`src/core/pacr_pkg.sv`:
```
package pacr_pkg;

    // ----------------------------------------
    // geometry and timing
    // ----------------------------------------
    localparam int PORTS = 4;
    localparam int CLK_PERIOD_PS = 4000;
    localparam int SRST_TIME_US = 10;
    // least time, so round up to whole cycles
    localparam int SRST_CYC = (SRST_TIME_US * 1000000 + CLK_PERIOD_PS - 1) / CLK_PERIOD_PS;
    localparam logic [11:0] SRST_LOAD = 12'(SRST_CYC);
    localparam logic [1:0] STRAP_SETTLE = 2'h2;

    // ----------------------------------------
    // management frame layout
    // ----------------------------------------
    localparam logic [1:0] OP_RD = 2'h2;
    localparam logic [1:0] OP_WR = 2'h1;
    localparam logic [3:0] HDR_LAST = 4'hb;
    localparam logic [3:0] TA_LAST = 4'h1;
    localparam logic [3:0] DATA_LAST = 4'hf;
    localparam int HDR_OP_HI = 11;
    localparam int HDR_OP_LO = 10;
    localparam int HDR_CHIP_HI = 9;
    localparam int HDR_CHIP_LO = 7;
    localparam int HDR_PORT_HI = 6;
    localparam int HDR_PORT_LO = 5;
    localparam int HDR_REG_HI = 4;
    localparam logic [4:0] REG_CTL = 5'h00;
    localparam logic [4:0] REG_STS = 5'h01;

    // ----------------------------------------
    // negotiation_control fields
    // ----------------------------------------
    localparam int CTL_SRST_BIT = 15;
    localparam int CTL_LOOP_BIT = 14;
    localparam int CTL_ANEN_BIT = 12;
    localparam int CTL_PDN_BIT = 11;
    localparam int CTL_RST_BIT = 9;
    localparam int CTL_DUP_BIT = 8;
    localparam int CTL_COLT_BIT = 7;
    localparam logic [15:0] CTL_STORE_MASK = 16'h5b80;
    localparam logic [15:0] CTL_RESET = 16'h1000;

    // ----------------------------------------
    // negotiation_status fields
    // ----------------------------------------
    localparam int STS_ANC_BIT = 5;
    localparam int STS_RF_BIT = 4;
    localparam int STS_LNK_BIT = 2;
    localparam int STS_JAB_BIT = 1;
    localparam logic [15:0] STS_FIXED = 16'h1849;

    // ----------------------------------------
    // types
    // ----------------------------------------
    typedef enum logic [3:0] {
        MS_IDLE = 4'b0001,
        MS_HDR  = 4'b0010,
        MS_TA   = 4'b0100,
        MS_DATA = 4'b1000
    } pacr_mstate_t;

    // per-port state coming from the negotiation and link logic
    typedef struct packed {
        logic neg_done;
        logic remote_fault;
        logic link_up;
        logic jabber;
        logic neg_full_duplex;
    } pacr_stat_t;

    // per-port controls going to the negotiation and link logic
    typedef struct packed {
        logic neg_enable;
        logic neg_restart;
        logic neg_power_down;
        logic full_duplex;
        logic loopback;
        logic collision_test;
    } pacr_ctl_t;

endpackage

```
`src/core/pacr_mgmt_top.sv`:
```
`timescale 1ns/1ps
module pacr_mgmt_top
    import pacr_pkg::*;
(
    // clock, reset, enable
    input wire logic clk,
    input wire logic reset_n,
    input wire logic clk_en,
    // management pins
    input wire logic mdc,
    input wire logic mdio_i,
    output logic mdio_o,
    output logic mdio_oe_n,
    // chip address straps, caught after reset release
    input wire logic [2:0] chip_addr_strap,
    // per-port negotiation and link state
    input wire pacr_stat_t [PORTS-1:0] port_stat,
    output pacr_ctl_t [PORTS-1:0] port_ctl,
    // per-port switch side data
    input wire logic [PORTS-1:0] port_transmit_data,
    input wire logic [PORTS-1:0] port_transmit_enable,
    output logic [PORTS-1:0] port_receive_data,
    output logic [PORTS-1:0] port_collision,
    // per-port network side data
    input wire logic [PORTS-1:0] net_receive_data,
    input wire logic [PORTS-1:0] net_collision,
    output logic [PORTS-1:0] net_transmit_data,
    output logic [PORTS-1:0] net_transmit_enable
);

    // ----------------------------------------
    // reset release
    // ----------------------------------------
    logic rst_s1_ff;
    logic rst_s2_ff;
    logic rst_n;

    // left ungated so a stopped enable cannot hold the design in reset
    always_ff @(posedge clk or negedge reset_n) begin
        if (!reset_n) begin
            rst_s1_ff <= 1'b0;
            rst_s2_ff <= 1'b0;
        end else begin
            rst_s1_ff <= 1'b1;
            rst_s2_ff <= rst_s1_ff;
        end
    end
    assign rst_n = rst_s2_ff;

    // ----------------------------------------
    // pin synchronisers
    // ----------------------------------------
    logic mdc_s1_ff;
    logic mdc_s2_ff;
    logic mdc_d_ff;
    logic mdio_s1_ff;
    logic mdio_s2_ff;
    logic [2:0] strap_s1_ff;
    logic [2:0] strap_s2_ff;
    logic mdc_rise;

    always_ff @(posedge clk or negedge rst_n) begin
        if (!rst_n) begin
            mdc_s1_ff <= 1'b0;
            mdc_s2_ff <= 1'b0;
            mdc_d_ff <= 1'b0;
            mdio_s1_ff <= 1'b1;
            mdio_s2_ff <= 1'b1;
            strap_s1_ff <= '0;
            strap_s2_ff <= '0;
        end else if (clk_en) begin
            mdc_s1_ff <= mdc;
            mdc_s2_ff <= mdc_s1_ff;
            mdc_d_ff <= mdc_s2_ff;
            mdio_s1_ff <= mdio_i;
            mdio_s2_ff <= mdio_s1_ff;
            strap_s1_ff <= chip_addr_strap;
            strap_s2_ff <= strap_s1_ff;
        end
    end
    // edge seen on the second stage only
    assign mdc_rise = mdc_s2_ff & ~mdc_d_ff;

    // ----------------------------------------
    // chip address capture
    // ----------------------------------------
    logic [1:0] strap_cnt_ff;
    logic [2:0] chip_ff;

    // wait until the synchroniser holds real strap levels, then freeze
    always_ff @(posedge clk or negedge rst_n) begin
        if (!rst_n) begin
            strap_cnt_ff <= '0;
            chip_ff <= '0;
        end else if (clk_en) begin
            if (strap_cnt_ff != STRAP_SETTLE + 2'h1) begin // stop one past, capture fires once
                strap_cnt_ff <= strap_cnt_ff + 2'h1;
            end
            if (strap_cnt_ff == STRAP_SETTLE) begin // second stage valid only now
                chip_ff <= strap_s2_ff;
            end
        end
    end

    // ----------------------------------------
    // per-port registers
    // ----------------------------------------
    logic [PORTS-1:0] wr_pls_ff;
    logic [PORTS-1:0] rdc_pls_ff;
    logic [15:0] wdat_ff;
    logic [PORTS-1:0][15:0] ctl_q;
    logic [PORTS-1:0][15:0] sts_q;

    // separate register pair for every port
    for (genvar p = 0; p < PORTS; p++) begin : g_regs
        pacr_port_regs u_regs (
            .clk(clk),
            .rst_n(rst_n),
            .clk_en(clk_en),
            .wr_ctl(wr_pls_ff[p]),
            .wr_data(wdat_ff),
            .rd_sts(rdc_pls_ff[p]),
            .stat(port_stat[p]),
            .ctl_o(port_ctl[p]),
            .ctl_q(ctl_q[p]),
            .sts_q(sts_q[p])
        );
    end

    // ----------------------------------------
    // frame decode helpers
    // ----------------------------------------
    function automatic logic reg_hit(input logic [4:0] ra);
        reg_hit = (ra == REG_CTL) || (ra == REG_STS);
    endfunction

    function automatic logic [PORTS-1:0] port_sel(input logic [1:0] pa);
        port_sel = '0;
        port_sel[pa] = 1'b1;
    endfunction

    // ----------------------------------------
    // management frame engine
    // ----------------------------------------
    pacr_mstate_t ms_ff;
    logic [15:0] sh_ff;
    logic [15:0] out_ff;
    logic [3:0] cnt_ff;
    logic prv_ff;
    logic rd_ff;
    logic wr_ff;
    logic [1:0] port_ff;
    logic [4:0] reg_ff;
    logic drv_ff;
    logic mdo_ff;
    logic [11:0] hdr;
    logic [1:0] h_op;
    logic [1:0] h_port;
    logic [4:0] h_reg;
    logic h_hit;
    logic [15:0] rd_word;

    // the completed header is the twelve bits after the start pair
    always_comb begin
        hdr = {sh_ff[10:0], mdio_s2_ff};
        h_op = hdr[HDR_OP_HI:HDR_OP_LO];
        h_port = hdr[HDR_PORT_HI:HDR_PORT_LO];
        h_reg = hdr[HDR_REG_HI:0];
        h_hit = (hdr[HDR_CHIP_HI:HDR_CHIP_LO] == chip_ff) && reg_hit(h_reg);
        rd_word = (h_reg == REG_STS) ? sts_q[h_port] : ctl_q[h_port];
    end

    // start is a zero then a one, so preamble is optional
    always_ff @(posedge clk or negedge rst_n) begin
        if (!rst_n) begin
            ms_ff <= MS_IDLE;
            cnt_ff <= '0;
            prv_ff <= 1'b1;
            sh_ff <= '0;
        end else if (clk_en && mdc_rise) begin
            sh_ff <= {sh_ff[14:0], mdio_s2_ff};
            unique case (ms_ff)
                MS_IDLE: begin
                    prv_ff <= mdio_s2_ff;
                    cnt_ff <= '0;
                    if (!prv_ff && mdio_s2_ff) begin
                        ms_ff <= MS_HDR;
                    end
                end
                MS_HDR: begin
                    cnt_ff <= cnt_ff + 4'h1;
                    if (cnt_ff == HDR_LAST) begin
                        cnt_ff <= '0;
                        ms_ff <= MS_TA;
                    end
                end
                MS_TA: begin
                    cnt_ff <= cnt_ff + 4'h1;
                    if (cnt_ff == TA_LAST) begin
                        cnt_ff <= '0;
                        ms_ff <= MS_DATA;
                    end
                end
                MS_DATA: begin
                    cnt_ff <= cnt_ff + 4'h1;
                    if (cnt_ff == DATA_LAST) begin
                        cnt_ff <= '0;
                        prv_ff <= 1'b1;
                        ms_ff <= MS_IDLE;
                    end
                end
                default: begin
                    ms_ff <= MS_IDLE;
                    prv_ff <= 1'b1;
                end
            endcase
        end
    end

    // access kind and target, latched at the end of the header
    always_ff @(posedge clk or negedge rst_n) begin
        if (!rst_n) begin
            rd_ff <= 1'b0;
            wr_ff <= 1'b0;
            port_ff <= '0;
            reg_ff <= '0;
        end else if (clk_en && mdc_rise && ms_ff == MS_HDR && cnt_ff == HDR_LAST) begin
            rd_ff <= h_hit && (h_op == OP_RD);
            wr_ff <= h_hit && (h_op == OP_WR);
            port_ff <= h_port;
            reg_ff <= h_reg;
        end
    end

    // read data is snapshotted at header end so it cannot tear mid-frame
    always_ff @(posedge clk or negedge rst_n) begin
        if (!rst_n) begin
            out_ff <= '0;
            drv_ff <= 1'b0;
            mdo_ff <= 1'b1;
        end else if (clk_en && mdc_rise) begin
            if (ms_ff == MS_HDR && cnt_ff == HDR_LAST) begin
                out_ff <= rd_word;
            end else if (ms_ff == MS_TA && rd_ff) begin
                drv_ff <= 1'b1;
                if (cnt_ff == TA_LAST) begin
                    mdo_ff <= out_ff[15];
                    out_ff <= {out_ff[14:0], 1'b0};
                end else begin
                    mdo_ff <= 1'b0;
                end
            end else if (ms_ff == MS_DATA && rd_ff && cnt_ff != DATA_LAST) begin
                mdo_ff <= out_ff[15];
                out_ff <= {out_ff[14:0], 1'b0};
            end else begin
                drv_ff <= 1'b0;
                mdo_ff <= 1'b1;
            end
        end
    end
    assign mdio_o = mdo_ff;
    assign mdio_oe_n = ~drv_ff;

    // ----------------------------------------
    // register access pulses
    // ----------------------------------------
    // one enabled cycle wide; status writes are dropped
    always_ff @(posedge clk or negedge rst_n) begin
        if (!rst_n) begin
            wr_pls_ff <= '0;
            rdc_pls_ff <= '0;
            wdat_ff <= '0;
        end else if (clk_en) begin
            wr_pls_ff <= '0;
            rdc_pls_ff <= '0;
            if (mdc_rise && ms_ff == MS_HDR && cnt_ff == HDR_LAST && h_hit
                && h_op == OP_RD && h_reg == REG_STS) begin
                rdc_pls_ff <= port_sel(h_port);
            end
            if (mdc_rise && ms_ff == MS_DATA && cnt_ff == DATA_LAST && wr_ff
                && reg_ff == REG_CTL) begin
                wr_pls_ff <= port_sel(port_ff);
                wdat_ff <= {sh_ff[14:0], mdio_s2_ff};
            end
        end
    end

    // ----------------------------------------
    // per-port data path
    // ----------------------------------------
    logic [PORTS-1:0] rxd_ff;
    logic [PORTS-1:0] col_ff;
    logic [PORTS-1:0] txd_ff;
    logic [PORTS-1:0] txe_ff;

    // loopback keeps the wire quiet, so link partners see an idle port
    for (genvar p = 0; p < PORTS; p++) begin : g_path
        always_ff @(posedge clk or negedge rst_n) begin
            if (!rst_n) begin
                rxd_ff[p] <= 1'b0;
                col_ff[p] <= 1'b0;
                txd_ff[p] <= 1'b0;
                txe_ff[p] <= 1'b0;
            end else if (clk_en) begin
                if (port_ctl[p].loopback) begin
                    rxd_ff[p] <= port_transmit_data[p];
                    txd_ff[p] <= 1'b0;
                    txe_ff[p] <= 1'b0;
                end else begin
                    rxd_ff[p] <= net_receive_data[p];
                    txd_ff[p] <= port_transmit_data[p];
                    txe_ff[p] <= port_transmit_enable[p];
                end
                col_ff[p] <= (port_ctl[p].collision_test & port_transmit_enable[p])
                    | (net_collision[p] & ~port_ctl[p].loopback);
            end
        end
    end
    assign port_receive_data = rxd_ff;
    assign port_collision = col_ff;
    assign net_transmit_data = txd_ff;
    assign net_transmit_enable = txe_ff;

endmodule

```
`src/core/pacr_port_regs.sv`:
```
`timescale 1ns/1ps
module pacr_port_regs
    import pacr_pkg::*;
(
    // clock and reset
    input wire logic clk,
    input wire logic rst_n,
    input wire logic clk_en,
    // management access
    input wire logic wr_ctl,
    input wire logic [15:0] wr_data,
    input wire logic rd_sts,
    // port state and controls
    input wire pacr_stat_t stat,
    output pacr_ctl_t ctl_o,
    // register images
    output logic [15:0] ctl_q,
    output logic [15:0] sts_q
);

    logic [15:0] ctl_ff;
    logic [11:0] srst_cnt_ff;
    logic rf_ff;
    logic done_d_ff;
    logic restart_ff;
    logic srst_busy;
    logic srst_go;
    logic done_rise;

    assign srst_busy = (srst_cnt_ff != '0);
    assign srst_go = wr_ctl & wr_data[CTL_SRST_BIT];
    assign done_rise = stat.neg_done & ~done_d_ff;

    // ----------------------------------------
    // soft reset timer
    // ----------------------------------------
    always_ff @(posedge clk or negedge rst_n) begin
        if (!rst_n) begin
            srst_cnt_ff <= '0;
        end else if (clk_en) begin
            if (srst_go) begin
                srst_cnt_ff <= SRST_LOAD;
            end else if (srst_busy) begin
                srst_cnt_ff <= srst_cnt_ff - 12'h001;
            end
        end
    end

    // ----------------------------------------
    // control storage
    // ----------------------------------------
    // only writable positions are kept, so reserved ones cannot leak
    always_ff @(posedge clk or negedge rst_n) begin
        if (!rst_n) begin
            ctl_ff <= CTL_RESET;
        end else if (clk_en) begin
            if (srst_go || srst_busy) begin
                ctl_ff <= CTL_RESET;
            end else begin
                if (wr_ctl) begin
                    ctl_ff <= wr_data & CTL_STORE_MASK;
                end
                // writing zero leaves restart alone; a new request beats completion
                if (wr_ctl && wr_data[CTL_RST_BIT]) begin
                    ctl_ff[CTL_RST_BIT] <= 1'b1;
                end else if (done_rise) begin
                    ctl_ff[CTL_RST_BIT] <= 1'b0;
                end else begin
                    ctl_ff[CTL_RST_BIT] <= ctl_ff[CTL_RST_BIT];
                end
            end
        end
    end

    // ----------------------------------------
    // restart pulse and completion edge
    // ----------------------------------------
    always_ff @(posedge clk or negedge rst_n) begin
        if (!rst_n) begin
            restart_ff <= 1'b0;
            done_d_ff <= 1'b0;
        end else if (clk_en) begin
            restart_ff <= wr_ctl & wr_data[CTL_RST_BIT] & ~srst_go & ~srst_busy;
            done_d_ff <= stat.neg_done;
        end
    end

    // ----------------------------------------
    // remote fault, cleared by a status read
    // ----------------------------------------
    // a fault in the same cycle as the read survives it
    always_ff @(posedge clk or negedge rst_n) begin
        if (!rst_n) begin
            rf_ff <= 1'b0;
        end else if (clk_en) begin
            rf_ff <= stat.remote_fault | (rf_ff & ~rd_sts & ~srst_go);
        end
    end

    // ----------------------------------------
    // register images and controls
    // ----------------------------------------
    always_comb begin
        ctl_q = ctl_ff;
        ctl_q[CTL_SRST_BIT] = srst_busy;
        sts_q = STS_FIXED;
        sts_q[STS_ANC_BIT] = stat.neg_done & ctl_ff[CTL_ANEN_BIT]
            & ~ctl_ff[CTL_PDN_BIT] & ~srst_busy;
        sts_q[STS_RF_BIT] = rf_ff;
        sts_q[STS_LNK_BIT] = stat.link_up;
        sts_q[STS_JAB_BIT] = stat.jabber;
    end

    // forced duplex only counts while the negotiation enable bit is clear
    always_comb begin
        ctl_o.neg_enable = ctl_ff[CTL_ANEN_BIT] & ~ctl_ff[CTL_PDN_BIT];
        ctl_o.neg_restart = restart_ff;
        ctl_o.neg_power_down = ctl_ff[CTL_PDN_BIT];
        ctl_o.full_duplex = ctl_ff[CTL_ANEN_BIT] ? stat.neg_full_duplex
            : ctl_ff[CTL_DUP_BIT];
        ctl_o.loopback = ctl_ff[CTL_LOOP_BIT];
        ctl_o.collision_test = ctl_ff[CTL_COLT_BIT];
    end

endmodule

```
`config.mk`:
```
export PLATFORM = sky130hd
export DESIGN_NAME = pacr_mgmt_top
export DESIGN_NICKNAME = d
export VERILOG_FILES = /design/src/core/pacr_pkg.sv /design/src/core/pacr_mgmt_top.sv /design/src/core/pacr_port_regs.sv
export SDC_FILE = /design/constraint.sdc
export NUM_CORES = 1
export LEC_CHECK = 0
export BUFFER_PORTS_ARGS = -buffer_cell sky130_fd_sc_hd__buf_2
export CORE_MARGIN = 2
export CORE_UTILIZATION = 35
export DETAILED_ROUTE_END_ITERATION = 8
export GPL_TIMING_DRIVEN = 0
export HOLD_SLACK_MARGIN = 0.1
export PLACE_DENSITY = 0.62
export SLEW_MARGIN = 0
export SYNTH_ARGS = -nofsm -noshare
export SYNTH_HDL_FRONTEND = slang
export SYNTH_SLANG_ARGS = --single-unit
```
`constraint.sdc`:
```
create_clock -name clk -period 10.8 [get_ports clk]
set_input_delay 1.08 -clock clk [delete_from_list [all_inputs] [get_ports clk]]
set_output_delay 1.08 -clock clk [all_outputs]
set_load 0.01 [all_outputs]
```
==> metrics.cfg, run 1 <==
[logic_synthesis]
yosys_warnings = 0
ys_seq_area_frac = 0.514
syn-cell-area_sq_um = 8990
syn-num-nets = 938
ys_types = 64
ys_async_sr_fraction = 1.00
yosys.area.top_type = dfrtp_1
synth_seq_cells = 184
syn_area_per_cell_sq_um = 10.1
synth-edff-count = 0
synth.top_cell.area_share = 0.487
synth_top_flop_cell = dfrtp_1
synthCells = 886
ys_top_cells_by_area = dfrtp_1 49%, nand2_1 5.5%, mux2_2 3.9%, o21ai_0 3.2%, dfstp_2 2.6%

[worst_hold_path]
min_to = rst_n$_DFF_PN0_
whs_path_depth = 0
hold_class = reg -> reg
min_from = rst_s1_ff$_DFF_PN0_

[global_route]
grt_use_met3 = 0.0323
grt_pass1_wl_um = 37800
grtUsageTotal = 0.183
grt.overflow.total = 0
grt_max_degree = 48
use_met1 = 0.256
antenna_found_initial = 0
grt_pass1_vias = 6850
met2_usage = 0.287
grt-busiest-layer = met2

[cts]
clkLatencyLatePin_ns = 0.43
cts_sinks = 184
cts.clk_slew.worst_paths_ns = 0.07
cts_setup_buffers = 0
cts_hold_repair.buffers = 0
clockBufferDepth = 2
cts_tree = yes
h-tree-depth = 4
clockRootBuffer = clkbuf_16
cts_buffers = 17
post_cts_resized = 0

[critical_path]
cp_max_fo = 10
regToRegStartpoint = g_regs[0].u_regs.srst_cnt_ff[4]$_DFFE_PN0P_
worst-setup-path-type = in -> reg
rrSetupSlack_ns = 8.45
worst-endpoint-required_ns = 11.10
r2r_end = g_regs[0].u_regs.srst_cnt_ff[0]$_DFFE_PN0P_
startpoint_type = input port
endpoint_kind = flip-flop
r2r_cells = 6
arrival_ns = 3.05

[timing]
fmax_mhz = 364
finalSetupViolCount = 0
fin_skew_ns = 0.00990
rsz0062_at_grt = no
drv_slew = 0
setup_tns_ns = 0
max_slew_margin = 0.420
postLayoutSetupSlackWorst_ns = 8.05
whs_ns = 0.351
fin_crit_ns = 2.75
worst_slew_pin_slew_ns = 0.862
hold_viol_final = 0
timing.final.crit_share = 0.254

[layout]
final_common_cell = dfrtp_1
final_layout_size_suffix_gt1_frac = 0.213
area_delta_synth_final_pct = 17.5
final_cell_mix = 174 x dfrtp_1, 131 x nand2_1, 92 x buf_2
nNetsFinal = 1045
fin_area_sq_um = 10600

[power]
combPwrFrac = 0.202
p_per_area_nw_per_um2 = 193
switching_share = 0.307
power.leakage_uw = 0.00477
internal_power_uw = 1410
clkPwrFrac = 0.336
seq_power_share = 0.461
power_switching_uw = 627
peakVddDrop_uv = 127

[route]
dr.pass1.iters = 6
route.vias.total = 7142
final_antenna_net_count = 0
first_iter_violations = 537
routed_wl_um = 23400
vias_per_cell = 5.34
route.detailed.drc = 0
avgRoutedWirePerCell_um = 17.5

[floorplanning]
die-area_sq_um = 27000
coreArea_sq_um = 25200
start_util = 0.357
die_x_um = 164
pin_count = 86
rows = 58
chipHeight_um = 164

[status]
status = complete, no violations

[placement]
port_buffers = 85
gp_congestion = 0.820
hpwlAfterDp_um = 17000
postPlaceCellArea_sq_um = 9910
dpl_worst_slack_ns = 7.55

[run]
max-cap-violations = 0

## metrics by stage
step	power (uW)	cells	utilization
after detailed placement	1370	1304	0.394
after global placement	1350	1301	0.390
final	2040	1337	0.419
after global routing	2160	1336	0.419
after CTS	2050	1336	0.419
after floorplan	1240	886	-
## power groups by stage
stage	Sequential [uW]	Clock, uW	Combinational, uW
finish	941	686	413
global route	963	721	473
CTS	940	693	419
detailed placement	950	0	417
global placement	957	0	389
floorplan	930	0	306
## final cells by class
class                   count  area, sq um
multi-input cells         611         3950
diodes                      1         2.50
flip-flops and latches    184         4620
clock inverters            11          168
fillers                  2438        14600
clock buffers              21          480
plain buffers              56          290
inverters                  35          131
repair buffers             88          508
well taps                 330          413
## critical path, stage by stage
cell and delay, ns:
buf_2 0.10, buf_2 0.29, buf_1 0.54, buf_1 0.56, o21ai_0 0.25, nand2_1 0.12
o21ai_0 0.09
## kinds of logic after synthesis
logic type	share of synthesized area
XOR/XNOR	0.0331
AO/OA/AOI/OAI	0.134
flip-flops	0.514
buffers and inverters	0.0469
other	0.000417
multiplexers	0.0692
adder cells (fa/ha/maj)	0.0111
AND/OR/NAND/NOR	0.192
## cells in the mapped netlist, drive strengths merged (8+ instances only)
cell and number:
dfrtp 175, nand2 131, nor2 63, o21ai 59, a21oi 35, inv 34
mux2 31, buf 29, clkbuf 27, nand3 24, nor2b 21, xor2 21
o2bb2ai 19, nor3 16, nor4 15, a22o 13, and3 13, xnor2 13
a31oi 11, dfstp 9, mux4 9, ha 8, nand4 8
## registers in the layout, indices dropped and copies added, names as in the netlist, 5 cells and up
register / cells
out_ff: 16
reg_ff: 5
g_regs.u_regs.srst_cnt_ff: 48
wdat_ff: 7
sh_ff: 15
g_regs.u_regs.ctl_ff: 24
## how the worst max path moves through the flow
stage / from / to / depth (start not counted) / slack (ns)
global route: clk_en / g_regs[2].u_regs.done_d_ff$_DFFE_PN0P_ / 5 / 7.96
global placement: rst_n$_DFF_PN0_ / g_regs[1].u_regs.srst_cnt_ff[5]$_DFFE_PN0P_ / 0 / 2.98
floorplan: rst_n$_DFF_PN0_ / chip_ff[0]$_DFFE_PN0P_ / 0 / 5.31
detailed placement: clk_en / g_regs[2].u_regs.done_d_ff$_DFFE_PN0P_ / 5 / 7.55
finish: clk_en / g_regs[0].u_regs.srst_cnt_ff[0]$_DFFE_PN0P_ / 7 / 8.05
CTS: clk_en / g_regs[2].u_regs.done_d_ff$_DFFE_PN0P_ / 5 / 8.00
## layer usage
| layer | share of wire | vias up |
|---|---|---|
| li1 | - | 3344 |
| met1 | 0.46 | 3516 |
| met2 | 0.46 | 252 |
| met3 | 0.063 | 30 |
| met4 | 0.019 | 0 |
| met5 | 0 | - |
Power figures use the tool's default switching activity.
==> run 2, diff against run 1 <==
clock period = 2.6 ns   (was 10.8 ns; I/O delays follow)
==> metrics.cfg, run 2 (same netlist as run 1, synthesis figures left out) <==
[power]
peakVddDrop_uv = 469  ; +270%
clkPwrFrac = 0.321  ; -0.015
power_switching_uw = 2560  ; +310%
switching_share = 0.306  ; -0.00116
internal_power_uw = 5790  ; +310%
p_per_area_nw_per_um2 = 778  ; +300%
power_uw = 8350  ; +310%
power.leakage_uw = 0.00484  ; +1.4%
seq_power_share = 0.471  ; +0.010
combPwrFrac = 0.208  ; +0.006

[route]
final_antenna_net_count = 0  ; unchanged
vias_per_cell = 5.34  ; -0.12%
route.detailed.drc = 0  ; unchanged
avgRoutedWirePerCell_um = 17.7  ; +1.2%
routed_wl_um = 24000  ; +2.7%
first_iter_violations = 605  ; +13%
dr.pass1.iters = 6  ; unchanged
route.vias.total = 7240  ; +1.4%

[floorplanning]
pin_count = 86  ; unchanged
start_util = 0.357  ; unchanged
die-area_sq_um = 27000  ; unchanged
die_x_um = 164  ; unchanged
rows = 58  ; unchanged
coreArea_sq_um = 25200  ; unchanged
chipHeight_um = 164  ; unchanged

[timing]
timing.final.crit_share = 0.918
finalSetupViolCount = 0  ; unchanged
fin_skew_ns = 0.00701  ; -0.00290 ns
max_slew_margin = 0.451  ; +0.0314
worst_slew_pin_slew_ns = 0.823  ; -0.0391 ns
drv_slew = 0  ; unchanged
rsz0062_at_grt = no
fmax_mhz = 419
postLayoutSetupSlackWorst_ns = 0.212  ; -7.84 ns
fin_crit_ns = 2.39
whs_ns = 0.0980  ; -0.253 ns
hold_viol_final = 0  ; unchanged

[critical_path]
endpoint_kind = flip-flop
worst-endpoint-required_ns = 2.94  ; -8.16 ns
arrival_ns = 2.73  ; -0.32 ns
cp_max_fo = 10  ; unchanged
crit_path_frequent_cell = buf_2
startpoint_type = input port
r2r_cells = 6  ; unchanged
regToRegStartpoint = g_regs[0].u_regs.srst_cnt_ff[8]$_DFFE_PN0P_
cp_cell_sequence = dlygate4sd3_1 -> buf_2 -> buf_2 -> buf_1 -> clkbuf_1 -> nand3_1 -> o21ai_0
slowest_delay_ns = 0.57  ; about the same
rrSetupSlack_ns = 0.35  ; -8.10 ns
cp-startpoint = clk_en
worst-setup-path-type = in -> reg
critPathSlowestCell = clkbuf_1
r2r_end = g_regs[0].u_regs.srst_cnt_ff[1]$_DFFE_PN0P_

[placement]
gp_congestion = 0.820  ; about the same
dpl_worst_slack_ns = 0.277  ; -7.27 ns
port_buffers = 85  ; unchanged
hpwlAfterDp_um = 17200  ; +1.3%

[layout]
largest_reg_flops = 48  ; unchanged
n_antenna_cell = 0  ; -1
regMostFlops = g_regs.u_regs.srst_cnt_ff
final_layout_size_suffix_gt1_frac = 0.205  ; -0.00727
reg_top3 = g_regs.u_regs.srst_cnt_ff x48, g_regs.u_regs.ctl_ff x24, out_ff x16
final_common_cell = dfrtp_1
num-fill-cells = 2422  ; -0.66%
final_cell_mix = 174 x dfrtp_1, 131 x nand2_1, 92 x buf_2
nNetsFinal = 1066  ; +2.0%
area_delta_synth_final_pct = 19.3

[cts]
clockBufferDepth = 2  ; unchanged
clockRootBuffer = clkbuf_16
cts_buffers = 17  ; unchanged
cts_tree = yes
clkLatencyLatePin_ns = 0.43  ; about the same
cts.clk_slew.worst_paths_ns = 0.06  ; about the same
cts_sinks = 184  ; unchanged
h-tree-depth = 4  ; unchanged

[global_route]
grtUsageTotal = 0.184  ; +0.00182
grt_pass1_vias = 6999  ; +2.2%
grt.overflow.total = 0  ; unchanged
antenna_found_initial = 0  ; unchanged
grt_pass1_wl_um = 38200  ; +1.2%
grt_max_degree = 67  ; +40%

[run]
max-cap-violations = 0  ; unchanged

[status]
status = complete, no violations

[worst_hold_path]
min_to = g_regs[2].u_regs.rf_ff$_DFFE_PN0P_
hold_class = in -> reg
whs_path_depth = 2  ; +2
min_from = port_stat[13]

run 2: cell count changes in the layout (fill, tap and decap cells not counted), sizes merged:
cell,delta
dlygate4sd3,+22
bufinv,-1
clkinvlp,-2
diode,-1
buf,-1
clkbuf,+3
run 2: critical path: cells and delay by family:
kind | cells | cell delay (ns)
buffers and inverters | 5 | 1.98
AOI/OAI and AO/OA | 1 | 0.17
and+or+nand+nor | 1 | 0.30
run 2: through the flow:
| step | TNS (ns) | area [sq um] | std cells | utilization |
|---|---|---|---|---|
| 5_1_grt | 0 | 10700 | 1357 | 0.426 |
| 3_3_place_gp | -6.75 | 9830 | 1301 | 0.390 |
| 6_report | 0 | 10700 | 1357 | 0.426 |
| 3_5_place_dp | 0 | 9880 | 1303 | 0.393 |
| 2_1_floorplan | 0 | 8990 | 886 | - |
| 4_1_cts | 0 | 10700 | 1355 | 0.425 |
run 2: timing repair:
action,in CTS,in global routing
hold buffers,20,2
endpoints found under the setup margin,0,1
gates resized for setup,0,1
setup buffers,0,0
hold endpoints to repair,21,2
run 2: worst max path at each step:
stage | endpoint | slack, ns | cells past startpoint
2_1_floorplan | ms_ff[2]$_DFFE_PN0P_ | 0.63 | 5
3_3_place_gp | g_regs[1].u_regs.srst_cnt_ff[5]$_DFFE_PN0P_ | -0.06 | 0
3_5_place_dp | mdc_s2_ff$_DFFE_PN0P_ | 0.28 | 5
4_1_cts | g_regs[0].u_regs.done_d_ff$_DFFE_PN0P_ | 0.18 | 6
5_1_grt | g_regs[2].u_regs.srst_cnt_ff[5]$_DFFE_PN0P_ | 0.03 | 8
6_report | g_regs[1].u_regs.srst_cnt_ff[6]$_DFFE_PN0P_ | 0.21 | 7
run 2: per-layer routing:
layer | global-route usage | part of all wire | up-vias
li1 | - | - | 3394
met1 | 0.251 | 0.46 | 3594
met2 | 0.300 | 0.47 | 226
met3 | 0.0311 | 0.051 | 26
met4 | 0.0578 | 0.019 | 0
met5 | 0 | 0 | -
run 2: power groups by stage:
| stage | Clock (uW) | Combinational (uW) | Sequential, uW |
|---|---|---|---|
| after floorplan | 0 | 1270 | 3860 |
| final | 2680 | 1740 | 3930 |
| after global routing | 2860 | 1970 | 4020 |
| after detailed placement | 0 | 1720 | 3960 |
| after CTS | 2730 | 1750 | 3920 |
| after global placement | 0 | 1620 | 3980 |
run 2: area by class of cell:
type | count | area (sq um) | share of cell area
Tap cell | 330 | 413 | 0.0385
Multi-Input combinational cell | 611 | 3960 | 0.369
Timing Repair Buffer | 109 | 701 | 0.0654
Buffer | 56 | 290 | 0.0271
Inverter | 35 | 131 | 0.0123
Clock inverter | 8 | 119 | 0.0111
Sequential cell | 184 | 4620 | 0.431
Clock buffer | 24 | 492 | 0.0459
